**src/hw/urif_pkg.sv**
```systemverilog
package urif_pkg;
    // Processor data-space bases of the two port instances
    localparam logic [15:0] BASE_PORT0      = 16'hF200;
    localparam logic [15:0] BASE_PORT1      = 16'hF300;

    localparam logic [3:0]  OFF_HOLDING     = 4'h0;
    localparam logic [3:0]  OFF_INT_ENABLE  = 4'h1;
    localparam logic [3:0]  OFF_INT_ID      = 4'h2;
    localparam logic [3:0]  OFF_LINE_CTRL   = 4'h3;
    localparam logic [3:0]  OFF_MODEM_CTRL  = 4'h4;
    localparam logic [3:0]  OFF_LINE_STAT   = 4'h5;
    localparam logic [3:0]  OFF_MODEM_STAT  = 4'h6;
    localparam logic [3:0]  OFF_SCRATCH     = 4'h7;
    localparam logic [3:0]  OFF_EXT_ONE     = 4'h8;
    localparam logic [3:0]  OFF_EXT_TWO     = 4'h9;
    localparam logic [3:0]  OFF_PIN_DIR     = 4'hA;
    localparam logic [3:0]  OFF_RX_TIMEOUT  = 4'hB;
    localparam logic [3:0]  OFF_TX_GAP      = 4'hC;

    localparam int          IE_RX_READY     = 0;
    localparam int          IE_TX_READY     = 1;
    localparam int          IE_LINE_ERR     = 2;
    localparam int          IE_MODEM        = 3;
    localparam int          QC_ENABLE       = 0;
    localparam int          QC_RX_FLUSH     = 1;
    localparam int          QC_TX_FLUSH     = 2;
    localparam int          QC_DMA          = 3;
    localparam int          QC_TRIG_LOW     = 6;
    localparam int          LC_DIV_ACCESS   = 7;
    localparam int          MC_LOOPBACK     = 4;

    localparam logic [2:0]  ID_LINE         = 3'h3;
    localparam logic [2:0]  ID_RX_DATA      = 3'h2;
    localparam logic [2:0]  ID_TIMEOUT      = 3'h6;
    localparam logic [2:0]  ID_TX_READY     = 3'h1;
    localparam logic [2:0]  ID_MODEM        = 3'h0;

    localparam logic [7:0]  RST_REG         = 8'h00;
    localparam logic [7:0]  RST_DIVISOR     = 8'h00;
    localparam logic [7:0]  EXT_TWO_WR_MASK = 8'h91;

    localparam logic [4:0]  TRIG_LEVEL [4]  = '{5'h01, 5'h04, 5'h08, 5'h0E};

    localparam int          FIFO_WIDTH      = 8;
    localparam int          FIFO_DEPTH      = 16;
    localparam int          FIFO_AW         = 4;

    localparam int          SERIAL_CLK_KHZ  = 14769;
    localparam int          ACCESS_CYCLES   = 2;
    localparam logic [3:0]  BAUD_PRESCALE   = 4'h0;

    typedef enum logic {ACC_IDLE, ACC_HOLD} urif_acc_t;
endpackage : urif_pkg

```
**src/hw/urif_regs.sv**
```systemverilog
`timescale 1ns/100ps
// Operation
// Port 0 registers decode at base F200 and port 1 at base F300 of data space.
// Every register read or write holds the processor for at least two cycles.
// The divisor access bit turns offsets 0 and 1 into the divisor low and high bytes.
// Reading offset 0 returns the oldest received character, reset value zero.
// Writing offset 0 loads a character for transmission; that register is write-only.
// Interrupt enable bit 3 lets modem status changes raise an interrupt.
// Interrupt enable bit 2 lets overrun, parity, framing and break raise an interrupt.
// Interrupt enable bit 1 lets the transmit holding ready condition raise an interrupt.
// Interrupt enable bit 0 gates data available, and time-out while the counter is active.
// Identification bit 0 reads 0 while an enabled interrupt pends, with the source encoded.
// The transmit ready interrupt clears on an identification read or a new character.
// Queue enable turns on 16-word queues; clearing it disables and empties both.
// The two trigger bits pick a receive threshold of 1, 4, 8 or 14 words.
// The bit rate is the clock divided by sixteen times the 16-bit divisor.
// Reads at offset 2 give identification, writes there give queue control.
module urif_regs #(
    parameter bit PORT_ONE = 1'b0
) (
    input  wire logic       CORE_CLK,
    input  wire logic       SRST,
    input  wire logic [15:0] CPU_ADDR,
    input  wire logic [7:0] CPU_WDATA,
    input  wire logic       CPU_RD,
    input  wire logic       CPU_WR,
    output logic [7:0]      CPU_RDATA,
    output logic            CPU_WAIT,
    output logic            IRQ,
    input  wire logic       RX_VALID,
    output logic            RX_READY,
    input  wire logic [7:0] RX_DATA,
    input  wire logic       RX_PARITY_ERR,
    input  wire logic       RX_FRAME_ERR,
    input  wire logic       RX_BREAK,
    input  wire logic       RX_TIMEOUT,
    output logic            TX_VALID,
    input  wire logic       TX_READY,
    output logic [7:0]      TX_DATA,
    input  wire logic       TX_SHIFT_EMPTY,
    output logic            BAUD_TICK,
    output logic [7:0]      LINE_CTRL,
    output logic [7:0]      EXT_CTRL,
    output logic [7:0]      PIN_DIR,
    output logic [7:0]      RX_TIMEOUT_VAL,
    output logic [7:0]      TX_GAP_VAL,
    output logic            DMA_BURST,
    input  wire logic       CTS_N,
    input  wire logic       DSR_N,
    input  wire logic       RI_N,
    input  wire logic       CD_N,
    output logic            DTR_N,
    output logic            RTS_N,
    output logic            OUT1_N,
    output logic            OUT2_N
);
    localparam logic [15:0] BASE = PORT_ONE ? urif_pkg::BASE_PORT1 : urif_pkg::BASE_PORT0;

    urif_pkg::urif_acc_t acc_state;
    logic [3:0]  int_enable;
    logic [7:0]  line_control;
    logic [4:0]  modem_control;
    logic [7:0]  scratch;
    logic [7:0]  divisor_low_byte;
    logic [7:0]  divisor_high_byte;
    logic [7:0]  extended_control_one;
    logic [7:0]  extended_control_two;
    logic [7:0]  modem_pin_direction;
    logic [7:0]  receive_timeout;
    logic [7:0]  transmit_gap;
    logic        queue_enable;
    logic [1:0]  receive_trigger;
    logic        dma_mode;
    logic [3:0]  line_err;
    logic [3:0]  modem_delta;
    logic [3:0]  modem_prev;
    logic [3:0]  pin_meta;
    logic [3:0]  pin_sync;
    logic        txr_flag;
    logic        txr_empty_prev;
    logic        tmo_flag;
    logic [19:0] baud_cnt;
    logic [7:0]  rd_mux;

    // Address and access decode
    wire        hit       = CPU_ADDR[15:4] == BASE[15:4];
    wire [3:0]  off       = CPU_ADDR[3:0];
    wire [15:0] off_hot   = 16'h0001 << off;
    wire        req       = hit && (CPU_RD || CPU_WR);
    wire        div_sel   = line_control[urif_pkg::LC_DIV_ACCESS];
    wire        data_view = off_hot[urif_pkg::OFF_HOLDING] && !div_sel;
    wire        ien_view  = off_hot[urif_pkg::OFF_INT_ENABLE] && !div_sel;

    // Receive and transmit queues
    wire        rx_push;
    wire        rx_ready_q;
    wire        rx_avail;
    wire [7:0]  rx_head;
    wire [4:0]  rx_level;
    wire        tx_ready_q;
    wire [4:0]  tx_level;
    wire        rx_pop;
    wire        tx_push;
    wire        rx_flush;
    wire        tx_flush;

    // Without queueing each side behaves as a one-word holding register
    wire        rx_room = queue_enable ? rx_ready_q : (rx_level == 5'h00);
    wire        tx_room = queue_enable ? tx_ready_q : (tx_level == 5'h00);

    // A transmit write into a full queue keeps the processor waiting
    wire        tx_stall = CPU_WR && data_view && !tx_room;
    wire        commit   = req && (acc_state == urif_pkg::ACC_HOLD) && !tx_stall;
    wire        rd_go    = commit && CPU_RD;
    wire        wr_go    = commit && CPU_WR;

    assign CPU_WAIT = req && !commit;
    assign rx_push  = RX_VALID && rx_room;
    assign RX_READY = rx_room;
    assign rx_pop   = rd_go && data_view;
    assign tx_push  = wr_go && data_view;

    wire        qc_wr    = wr_go && off_hot[urif_pkg::OFF_INT_ID];
    wire        qc_off   = qc_wr && !CPU_WDATA[urif_pkg::QC_ENABLE];
    assign rx_flush = qc_wr && (CPU_WDATA[urif_pkg::QC_RX_FLUSH] || qc_off);
    assign tx_flush = qc_wr && (CPU_WDATA[urif_pkg::QC_TX_FLUSH] || qc_off);

    urif_fifo #(
        .WIDTH (urif_pkg::FIFO_WIDTH),
        .DEPTH (urif_pkg::FIFO_DEPTH),
        .AW    (urif_pkg::FIFO_AW)
    ) u_rx_fifo (
        .clk       (CORE_CLK),
        .srst      (SRST),
        .flush     (rx_flush),
        .in_valid  (rx_push),
        .in_ready  (rx_ready_q),
        .in_data   (RX_DATA),
        .out_valid (rx_avail),
        .out_ready (rx_pop),
        .out_data  (rx_head),
        .level     (rx_level)
    );

    urif_fifo #(
        .WIDTH (urif_pkg::FIFO_WIDTH),
        .DEPTH (urif_pkg::FIFO_DEPTH),
        .AW    (urif_pkg::FIFO_AW)
    ) u_tx_fifo (
        .clk       (CORE_CLK),
        .srst      (SRST),
        .flush     (tx_flush),
        .in_valid  (tx_push),
        .in_ready  (tx_ready_q),
        .in_data   (CPU_WDATA),
        .out_valid (TX_VALID),
        .out_ready (TX_READY),
        .out_data  (TX_DATA),
        .level     (tx_level)
    );

    // Modem inputs: two flops, then loopback selection
    wire [3:0] pin_raw = {CD_N, RI_N, DSR_N, CTS_N};
    genvar gi;
    generate
        for (gi = 0; gi < 4; gi++) begin : g_pin_sync
            always_ff @(posedge CORE_CLK) begin
                if (SRST) begin
                    pin_meta[gi] <= 1'b1;
                    pin_sync[gi] <= 1'b1;
                end else begin
                    pin_meta[gi] <= pin_raw[gi];
                    pin_sync[gi] <= pin_meta[gi];
                end
            end
        end
    endgenerate

    wire       loop      = modem_control[urif_pkg::MC_LOOPBACK];
    wire [3:0] loop_pins = {modem_control[3], modem_control[2], modem_control[0], modem_control[1]};
    wire [3:0] modem_now = loop ? loop_pins : ~pin_sync;
    wire [3:0] delta_set = {modem_now[3] ^ modem_prev[3], modem_prev[2] & ~modem_now[2],
                            modem_now[1:0] ^ modem_prev[1:0]};

    // Status views
    wire       txr_ready   = tx_level == 5'h00;
    wire       tx_all_idle = txr_ready && TX_SHIFT_EMPTY;
    // Empty queue reads the reset value rather than stale storage
    wire [7:0] rx_shown    = rx_avail ? rx_head : urif_pkg::RST_REG;
    wire [4:0] rx_trig     = urif_pkg::TRIG_LEVEL[receive_trigger];
    wire       rda         = queue_enable ? (rx_level >= rx_trig) : rx_avail;
    wire       tmo_active  = queue_enable || (receive_timeout != 8'h00);
    wire [7:0] line_status = {queue_enable && (|line_err[3:1]), tx_all_idle, txr_ready,
                              line_err, rx_avail};

    wire src_line  = int_enable[urif_pkg::IE_LINE_ERR] && (|line_err);
    wire src_rda   = int_enable[urif_pkg::IE_RX_READY] && rda;
    wire src_tmo   = int_enable[urif_pkg::IE_RX_READY] && tmo_active && tmo_flag;
    wire src_txr   = int_enable[urif_pkg::IE_TX_READY] && txr_flag;
    wire src_modem = int_enable[urif_pkg::IE_MODEM] && (|modem_delta);
    wire any_src   = src_line || src_rda || src_tmo || src_txr || src_modem;

    // Priority: line, data, time-out, transmit ready, modem
    wire [2:0] int_code = src_line ? urif_pkg::ID_LINE :
                          src_rda  ? urif_pkg::ID_RX_DATA :
                          src_tmo  ? urif_pkg::ID_TIMEOUT :
                          src_txr  ? urif_pkg::ID_TX_READY : urif_pkg::ID_MODEM;
    wire [7:0] int_ident = {queue_enable, queue_enable, 2'h0, int_code, !any_src};

    wire rd_ident = rd_go && off_hot[urif_pkg::OFF_INT_ID];
    wire txr_clr  = (rd_ident && int_code == urif_pkg::ID_TX_READY && !src_line && !src_rda
                     && !src_tmo) || tx_push;
    wire err_clr  = rd_go && off_hot[urif_pkg::OFF_LINE_STAT];
    wire mst_clr  = rd_go && off_hot[urif_pkg::OFF_MODEM_STAT];
    wire [3:0] err_set = {RX_BREAK && rx_push, RX_FRAME_ERR && rx_push,
                          RX_PARITY_ERR && rx_push, RX_VALID && !rx_room};

    always_comb begin
        rd_mux = 8'h00;
        unique case (off)
            urif_pkg::OFF_HOLDING:    rd_mux = div_sel ? divisor_low_byte : rx_shown;
            urif_pkg::OFF_INT_ENABLE: rd_mux = div_sel ? divisor_high_byte : {4'h0, int_enable};
            urif_pkg::OFF_INT_ID:     rd_mux = int_ident;
            urif_pkg::OFF_LINE_CTRL:  rd_mux = line_control;
            urif_pkg::OFF_MODEM_CTRL: rd_mux = {3'h0, modem_control};
            urif_pkg::OFF_LINE_STAT:  rd_mux = line_status;
            urif_pkg::OFF_MODEM_STAT: rd_mux = {modem_now, modem_delta};
            urif_pkg::OFF_SCRATCH:    rd_mux = scratch;
            urif_pkg::OFF_EXT_ONE:    rd_mux = extended_control_one;
            urif_pkg::OFF_EXT_TWO:    rd_mux = {extended_control_two[7], tx_all_idle, txr_ready,
                                                extended_control_two[4], 3'h0,
                                                extended_control_two[0]};
            urif_pkg::OFF_PIN_DIR:    rd_mux = modem_pin_direction;
            urif_pkg::OFF_RX_TIMEOUT: rd_mux = receive_timeout;
            urif_pkg::OFF_TX_GAP:     rd_mux = transmit_gap;
            default:                  rd_mux = 8'h00;
        endcase
    end

    // Access sequencer: data sampled in the first cycle, effects in the last
    always_ff @(posedge CORE_CLK) begin
        if (SRST) begin
            acc_state <= urif_pkg::ACC_IDLE;
            CPU_RDATA <= urif_pkg::RST_REG;
        end else if (acc_state == urif_pkg::ACC_IDLE) begin
            if (req) begin
                acc_state <= urif_pkg::ACC_HOLD;
                CPU_RDATA <= rd_mux;
            end
        end else if (commit || !req) begin
            acc_state <= urif_pkg::ACC_IDLE;
        end
    end

    always_ff @(posedge CORE_CLK) begin
        if (SRST) begin
            int_enable           <= urif_pkg::RST_REG[3:0];
            line_control         <= urif_pkg::RST_REG;
            modem_control        <= urif_pkg::RST_REG[4:0];
            scratch              <= urif_pkg::RST_REG;
            divisor_low_byte     <= urif_pkg::RST_DIVISOR;
            divisor_high_byte    <= urif_pkg::RST_DIVISOR;
            extended_control_one <= urif_pkg::RST_REG;
            extended_control_two <= urif_pkg::RST_REG;
            modem_pin_direction  <= urif_pkg::RST_REG;
            receive_timeout      <= urif_pkg::RST_REG;
            transmit_gap         <= urif_pkg::RST_REG;
            queue_enable         <= 1'b0;
            receive_trigger      <= 2'h0;
            dma_mode             <= 1'b0;
        end else if (wr_go) begin
            if (off_hot[urif_pkg::OFF_HOLDING] && div_sel) divisor_low_byte <= CPU_WDATA;
            if (off_hot[urif_pkg::OFF_INT_ENABLE] && div_sel) divisor_high_byte <= CPU_WDATA;
            if (ien_view) int_enable <= CPU_WDATA[3:0];
            if (off_hot[urif_pkg::OFF_INT_ID]) begin
                queue_enable    <= CPU_WDATA[urif_pkg::QC_ENABLE];
                receive_trigger <= CPU_WDATA[urif_pkg::QC_TRIG_LOW+:2];
                dma_mode        <= CPU_WDATA[urif_pkg::QC_DMA] && CPU_WDATA[urif_pkg::QC_ENABLE];
            end
            if (off_hot[urif_pkg::OFF_LINE_CTRL]) line_control <= CPU_WDATA;
            if (off_hot[urif_pkg::OFF_MODEM_CTRL]) modem_control <= CPU_WDATA[4:0];
            if (off_hot[urif_pkg::OFF_SCRATCH]) scratch <= CPU_WDATA;
            if (off_hot[urif_pkg::OFF_EXT_ONE]) extended_control_one <= CPU_WDATA;
            if (off_hot[urif_pkg::OFF_EXT_TWO])
                extended_control_two <= CPU_WDATA & urif_pkg::EXT_TWO_WR_MASK;
            if (off_hot[urif_pkg::OFF_PIN_DIR]) modem_pin_direction <= CPU_WDATA;
            if (off_hot[urif_pkg::OFF_RX_TIMEOUT]) receive_timeout <= CPU_WDATA;
            if (off_hot[urif_pkg::OFF_TX_GAP]) transmit_gap <= CPU_WDATA;
        end
    end

    // Sticky events: a set in the clearing cycle survives
    always_ff @(posedge CORE_CLK) begin
        if (SRST) begin
            line_err       <= 4'h0;
            modem_delta    <= 4'h0;
            modem_prev     <= 4'h0;
            txr_flag       <= 1'b0;
            txr_empty_prev <= 1'b1;
            tmo_flag       <= 1'b0;
            IRQ            <= 1'b0;
        end else begin
            line_err       <= (line_err & {4{!err_clr}}) | err_set;
            modem_delta    <= (modem_delta & {4{!mst_clr}}) | delta_set;
            modem_prev     <= modem_now;
            txr_empty_prev <= txr_ready;
            txr_flag       <= (txr_flag && !txr_clr) || (txr_ready && !txr_empty_prev);
            tmo_flag       <= (tmo_flag && !rx_pop && !rx_push)
                              || (RX_TIMEOUT && tmo_active && rx_avail);
            IRQ            <= any_src;
        end
    end

    // Divider runs only with a nonzero divisor
    wire [15:0] divisor   = {divisor_high_byte, divisor_low_byte};
    wire [19:0] baud_last = {divisor, urif_pkg::BAUD_PRESCALE} - 20'h00001;
    wire        baud_wrap = baud_cnt >= baud_last;

    always_ff @(posedge CORE_CLK) begin
        if (SRST || divisor == 16'h0000) begin
            baud_cnt  <= 20'h00000;
            BAUD_TICK <= 1'b0;
        end else begin
            baud_cnt  <= baud_wrap ? 20'h00000 : baud_cnt + 20'h00001;
            BAUD_TICK <= baud_wrap;
        end
    end

    assign LINE_CTRL      = line_control;
    assign EXT_CTRL       = extended_control_one;
    assign PIN_DIR        = modem_pin_direction;
    assign RX_TIMEOUT_VAL = receive_timeout;
    assign TX_GAP_VAL     = transmit_gap;
    assign DMA_BURST      = dma_mode;
    // Loopback parks the modem outputs inactive
    assign DTR_N          = loop || !modem_control[0];
    assign RTS_N          = loop || !modem_control[1];
    assign OUT1_N         = loop || !modem_control[2];
    assign OUT2_N         = loop || !modem_control[3];
endmodule : urif_regs

```
**src/hw/urif_fifo.sv**
```systemverilog
`timescale 1ns/100ps
module urif_fifo #(
    parameter int WIDTH = 8,
    parameter int DEPTH = 16,
    parameter int AW    = 4
) (
    input  wire logic             clk,
    input  wire logic             srst,
    input  wire logic             flush,
    input  wire logic             in_valid,
    output logic                  in_ready,
    input  wire logic [WIDTH-1:0] in_data,
    output logic                  out_valid,
    input  wire logic             out_ready,
    output logic [WIDTH-1:0]      out_data,
    output logic [AW:0]           level
);
    logic [WIDTH-1:0] mem [DEPTH];
    logic [AW-1:0]    wr_ptr;
    logic [AW-1:0]    rd_ptr;
    wire              push = in_valid && in_ready;
    wire              pop  = out_valid && out_ready;

    assign in_ready  = level != DEPTH[AW:0];
    assign out_valid = level != '0;
    assign out_data  = mem[rd_ptr];

    always_ff @(posedge clk) begin
        if (srst || flush) begin
            wr_ptr <= '0;
            rd_ptr <= '0;
            level  <= '0;
        end else begin
            wr_ptr <= wr_ptr + AW'(push);
            rd_ptr <= rd_ptr + AW'(pop);
            level  <= level + (AW+1)'(push) - (AW+1)'(pop);
        end
    end

    // Storage needs no reset; level guards every read
    always_ff @(posedge clk) begin
        if (push) begin
            mem[wr_ptr] <= in_data;
        end
    end
endmodule : urif_fifo

```
**config.mk**
```make
export PLATFORM = sky130hd
export DESIGN_NAME = urif_regs
export DESIGN_NICKNAME = d
export VERILOG_FILES = /design/src/hw/urif_pkg.sv /design/src/hw/urif_regs.sv /design/src/hw/urif_fifo.sv
export SDC_FILE = /design/constraint.sdc
export NUM_CORES = 1
export LEC_CHECK = 0
export ABC_AREA = 1
export BUFFER_PORTS_ARGS = -buffer_cell sky130_fd_sc_hd__buf_2
export CORE_UTILIZATION = 65
export CTS_CLUSTER_DIAMETER = 30
export DETAILED_ROUTE_END_ITERATION = 8
export PLACE_DENSITY = 0.88
export SLEW_MARGIN = 20
export SYNTH_ARGS = -nofsm -noshare
export SYNTH_HDL_FRONTEND = slang
export SYNTH_SLANG_ARGS = --single-unit
```
**constraint.sdc**
```tcl
create_clock -name CORE_CLK -period 7.4 [get_ports CORE_CLK]
set_input_delay 1.85 -clock CORE_CLK [delete_from_list [all_inputs] [get_ports CORE_CLK]]
set_output_delay 1.85 -clock CORE_CLK [all_outputs]
set_load 0.01 [all_outputs]
```
# --- After elaboration in Yosys (flattened, before gate mapping) ---
# Memory sizes are Yosys's and may differ from the RTL's. A register that Yosys moved wholly into a read port is not among the register bits.
# Index checks and enable logic that the tools add are counted.
# W data, S select, Z words.
totals:
  ff_bits: 160
  mem_bits_rw: 256
  input_bits: 47
  output_inout_bits: 66
  wordCells: 219
  memories: 2
mem_list:
  columns: ["memory", "words", "width", "read_ports", "rd_clocked_by_memory_dff", "write_ports", "line", "rtl"]
  rows:
  - ["u_rx_fifo.mem", 16, 8, 1, 1, 1, "urif_fifo.sv:18", "logic [WIDTH-1:0] mem [DEPTH];"]
  - ["u_tx_fifo.mem", 16, 8, 1, 1, 1, "urif_fifo.sv:18", null]
classes:
  addsub: 10
  n_lt_le_gt_ge: 3
  n_eq_ne: 16
  shifts: 1
  mux: 24
  bitwise_logic: 11
  reduce_logical: 113
op_table:
  columns: ["operator", "count"]
  rows:
  - ["$pmux W8 S13", 1]
  - ["$logic_and A1 B1 Y1", 49]
  - ["$reduce_and A2 Y1", 13]
  - ["$mux W8", 3]
  - ["$logic_not A1 Y1", 21]
  - ["$add A20 B1 Y20 const B", 1]
  - ["$eq A4 B4 Y1 const B", 5]
  - ["$ge A20 B20 Y1", 1]
  - ["$sub A20 B1 Y20 const B", 1]
  - ["$logic_or A1 B1 Y1", 19]
  - ["$add A4 B1 Y4", 4]
  - ["$eq A4 B3 Y1 const B", 4]
  - ["$logic_not A16 Y1", 1]
  - ["$shl A1 B4 Y13 const A", 1]
  - ["$eq A12 B12 Y1 const B", 1]
  - ["$mux W4", 3]
  - ["$mux W1", 11]
  - ["$add A5 B1 Y5", 2]
  - ["$bmux W5 S2", 1]
  - ["$logic_not A5 Y1", 2]
  - ["$mux W5", 2]
  - ["$ne A5 B5 Y1 const B", 2]
  - ["$reduce_bool A5 Y1", 2]
  - ["$sub A5 B1 Y5", 2]
  - ["19 further kinds", 26]

# --- Longest topological paths before layout ---
depth:
  ltp_word: 18
  mapped_depth: 18
  mapped_depth_nobuf: 18

# --- By module ---
# Synthesis repeated with hierarchy kept, for this count alone.
hier_totals:
  cells_unflattened: 2238
  hier_area_um2: 19427.4
by_module_without_submodules:
  columns: ["mod", "instances", "cells_per_inst", "area_per_inst_um2", "seq_area_each_um2"]
  rows:
  - ["urif_regs", 1, 990, 6904.1, 2682.6]
  - ["urif_fifo at u_tx_fifo", 1, 624, 6263.5, 4103.9]
  - ["urif_fifo at u_rx_fifo", 1, 624, 6259.8, 4103.9]

# --- Least setup slack after synthesis ---
# No wires, ideal clock.
synth_path:
  kind: "input port to output port"
  start: "in CPU_ADDR[1]"
  end: "out CPU_WAIT"
  arrival_ns: 2.710
  t_required_ns: 5.550
  slack_ns: 2.840
  path_stages: 9
  path_buffers: 0
  path_cell_list: "inv_1 nand2_2 nor2_2 nand2_1 nor2_2 nand3_2 nand3_2 inv_1 nor2_1"
synth_between:
  elab_chain_len: 8
synth_lines:
  columns: ["element", "line", "rtl"]
  rows:
  - ["from (decl)", "urif_regs.sv:23", "input wire logic [15:0] CPU_ADDR,"]
  - ["$shl A1 B4 Y13", "urif_regs.sv:88", "wire [15:0] off_hot = 16'h0001 << off;"]
  - ["$logic_and A1 B1 Y1", "urif_regs.sv:91", "wire data_view = off_hot[urif_pkg::OFF_HOLDING] && !div_sel;"]
  - ["$logic_and A1 B1 Y1 (2 in a row)", "urif_regs.sv:112", "wire tx_stall = CPU_WR && data_view && !tx_room;"]
  - ["$logic_not A1 Y1", "urif_regs.sv:113", "wire commit = req && (acc_state == urif_pkg::ACC_HOLD) && !tx_stall;"]
  - ["$logic_and A1 B1 Y1", "urif_regs.sv:113", null]
  - ["$logic_not A1 Y1", "urif_regs.sv:117", "assign CPU_WAIT = req && !commit;"]
  - ["$logic_and A1 B1 Y1", "urif_regs.sv:117", null]
  - ["to (decl)", "urif_regs.sv:28", "output logic CPU_WAIT,"]
# No other way between the ends.

# --- Final worst setup path ---
# Same ends and word-level chain as after synthesis.

==> results.ini <==
[logic_synthesis]
synth_compound_area_frac = 0.0932
synthAdderAreaFrac = 0.0304
synth_top_area_cell = edfxtp_1
synth_ff_type = edfxtp_1
ys_types = 39
synthXorXnorAreaFrac = 0.0217
async_flop_share = 0
syn_nets = 2096
avgSynthCellArea_um2 = 9.27
synth-simple-area-share = 0.192
synth_edf_count = 256
muxShareOfSynthArea = 0.0172
ys_warn_count = 0
synth_top_family_by_area = simple AND/OR/NAND/NOR gates
ys_ff_latch = 416
synth_area_leaders = edfxtp_1 (41%), dfxtp_1 (17%), nor2_1 (8.1%)
netlist_area_mm2 = 0.0186
seq_area_frac_synth = 0.586
synthCells = 2005
yosysTopAreaCellShare = 0.414

[sta]
tns_ps = 0
relSlewSlack = 0.297
finalWorstPathRequiredPeriod_ps = 5200
finalCritPeriodShare = 0.703
finalClockSkew_ps = 43.2
rsz0062_at_grt = no
fmax_mhz = 192
slew_viol_final = 0
worst_pin_slew_ps = 1050
hold_viol_final = 0
setup_viol = 0

[clocking]
clk_pin_slew_ps = 50
clock-sinks = 416
ctsHoldBuffers = 0
clockBufferDepth = 3
cts_setup_buffers = 0
cts_buffers = 73
cts_tree = done
clk_latency_ps = 590
cts_root_buf = clkbuf_16
h-tree-depth = 3
cts_resized = 0

[floorplanning]
die-area_mm2 = 0.0293
core_region_area_mm2 = 0.0279
start_util = 0.665
rows = 61
die_w_um = 171
die_y_um = 171
pin_count = 113

[grt]
grt_pass1_vias = 15300
grt_start_max_net_pins = 98
grt_usage = 0.360
antenna_found_initial = 0
grt-ovfl-total = 0
grt_pass1_wl_mm = 80.0

[final_layout]
final_cells = 2568
post-route-util = 0.785
fillers = 1651
antenna_cells = 0
final_cell_mix = nor2_1 (401), nand2_1 (288), edfxtp_1 (256), inv_1 (205), o21ai_0 (168)
final_nets = 2220
mostFrequentLayoutCell = nor2_1
drive_gt1_frac = 0.130
finalInstanceArea_mm2 = 0.0219
areaGrowthSynthToFinish_pct = 18.0
top_regs = u_rx_fifo.mem: 128 flops, u_tx_fifo.mem: 128 flops, baud_cnt: 20 flops

[hold_path]
min_from = pin_meta[0]$_SDFF_PP1_
hold_class = reg -> reg

[route]
ant_nets = 0
routed_via_density = 6.03
drt_pass1_iterations = 6
dr_total_vias = 15500
drc = 0
wl_mm = 52.3
drtIter0Drc = 2242
routedWlPerCell_um = 20.4

[placement]
port-buffer-count = 112
gp_congestion = 0.970
place_area_mm2 = 0.0194
numPlacedInstances = 2431
hpwl_mm = 31.8

[power]
leakagePower_uw = 0.00882
power.density_mw_per_mm2 = 312
ir_worst_vdd_mv = 0.337

[critical_path]
path_max_fanout = 5
critPathCaptureType = output port
timing.rr.start = divisor_low_byte[1]$_SDFFE_PP0P_
crit_start = CPU_ADDR[1]
cp.arrival_ps = 3350
path_class = in -> out
cp-start-kind = primary input
required_ps = 5550

[flow_run]
drv_cap = 0

[outcome]
status = finished, final reports clean

==> power breakdown <==
group	internal [µW]	total [µW]	switching [µW]
clock	2070	3350	1290
sequential	2540	2610	73.1
combinational	310	887	577
total	4920	6850	1940
==> metal layers <==
metal  share of wire  up-vias  global-route usage  routed length [µm]
li1                -     6974                   -                   -
met1            0.37     7222               0.454               19300
met3            0.11      223              0.0780                5620
met2            0.47     1066               0.586               24800
met5               0        -                   0                   0
met4           0.049        0               0.185                2590
==> final timing paths <==
check / to / slack, ps / cells past startpoint
setup / recovery: CPU_WAIT / 2200 / 11
hold / removal: pin_sync[0]$_SDFF_PP1_ / 410 / 1
setup reg to reg: baud_cnt[7]$_SDFF_PP0_ / 3280 / 17
hold reg to reg: pin_sync[0]$_SDFF_PP1_ / 410 / 1
==> cells by family (layout without fill, tap and decap cells) <==
family / after synthesis / after routing
buffers and inverters: 284 / 469
AND/OR/NAND/NOR: 869 / 869
XOR/XNOR: 46 / 46
flip-flops: 416 / 416
adder cells (fa/ha/maj): 44 / 44
AO/OA/AOI/OAI: 314 / 314
multiplexers: 32 / 32
==> through the flow <==
stage	worst slack (ps)	hold WS, ps	total power (µW)
floorplan	2840	389	3210
global placement	2300	395	3430
detailed placement	2280	398	3480
CTS	2260	415	6810
global route	2130	424	7030
finish	2200	411	6850
==> cells in the mapped netlist (2+ instances only) <==
cell       instances
a21oi_1           82
a31oi_1            2
buf_1              2
buf_2             11
buf_6              3
clkbuf_1          55
clkinv_1           3
dfxtp_1          160
edfxtp_1         256
fa_1               2
ha_1              42
inv_1            205
inv_2              4
mux2i_1           32
nand2_1          288
nand2_2           10
nand3_1          108
nand3_2            3
nand3b_1           2
nand4_1           15
nor2_1           401
nor2_2             7
nor3_1            23
o2111ai_1          2
o211ai_1          51
o21ai_0          168
o21ai_2            2
o22ai_1            3
or2_2              9
xnor2_1           17
xor2_1            29
==> critical path: stages <==
cell,delay (ps)
buf_2,120
inv_1,80
nand2_2,80
nor2_2,190
nand2_1,100
nor2_2,120
nand3_2,120
nand3_2,140
inv_1,60
nor2_1,280
buf_2,200
==> area by class of cell <==
cell class / count / area (µm²) / area share
multi-input cells: 1305 / 6590 / 0.300
clock buffers: 81 / 1910 / 0.0870
clock inverters: 55 / 628 / 0.0286
flip-flops and latches: 416 / 10900 / 0.497
inverters: 212 / 796 / 0.0363
repair buffers: 121 / 648 / 0.0295
well taps: 378 / 473 / 0.0216
No activity file was read; power rests on OpenSTA's default activity.
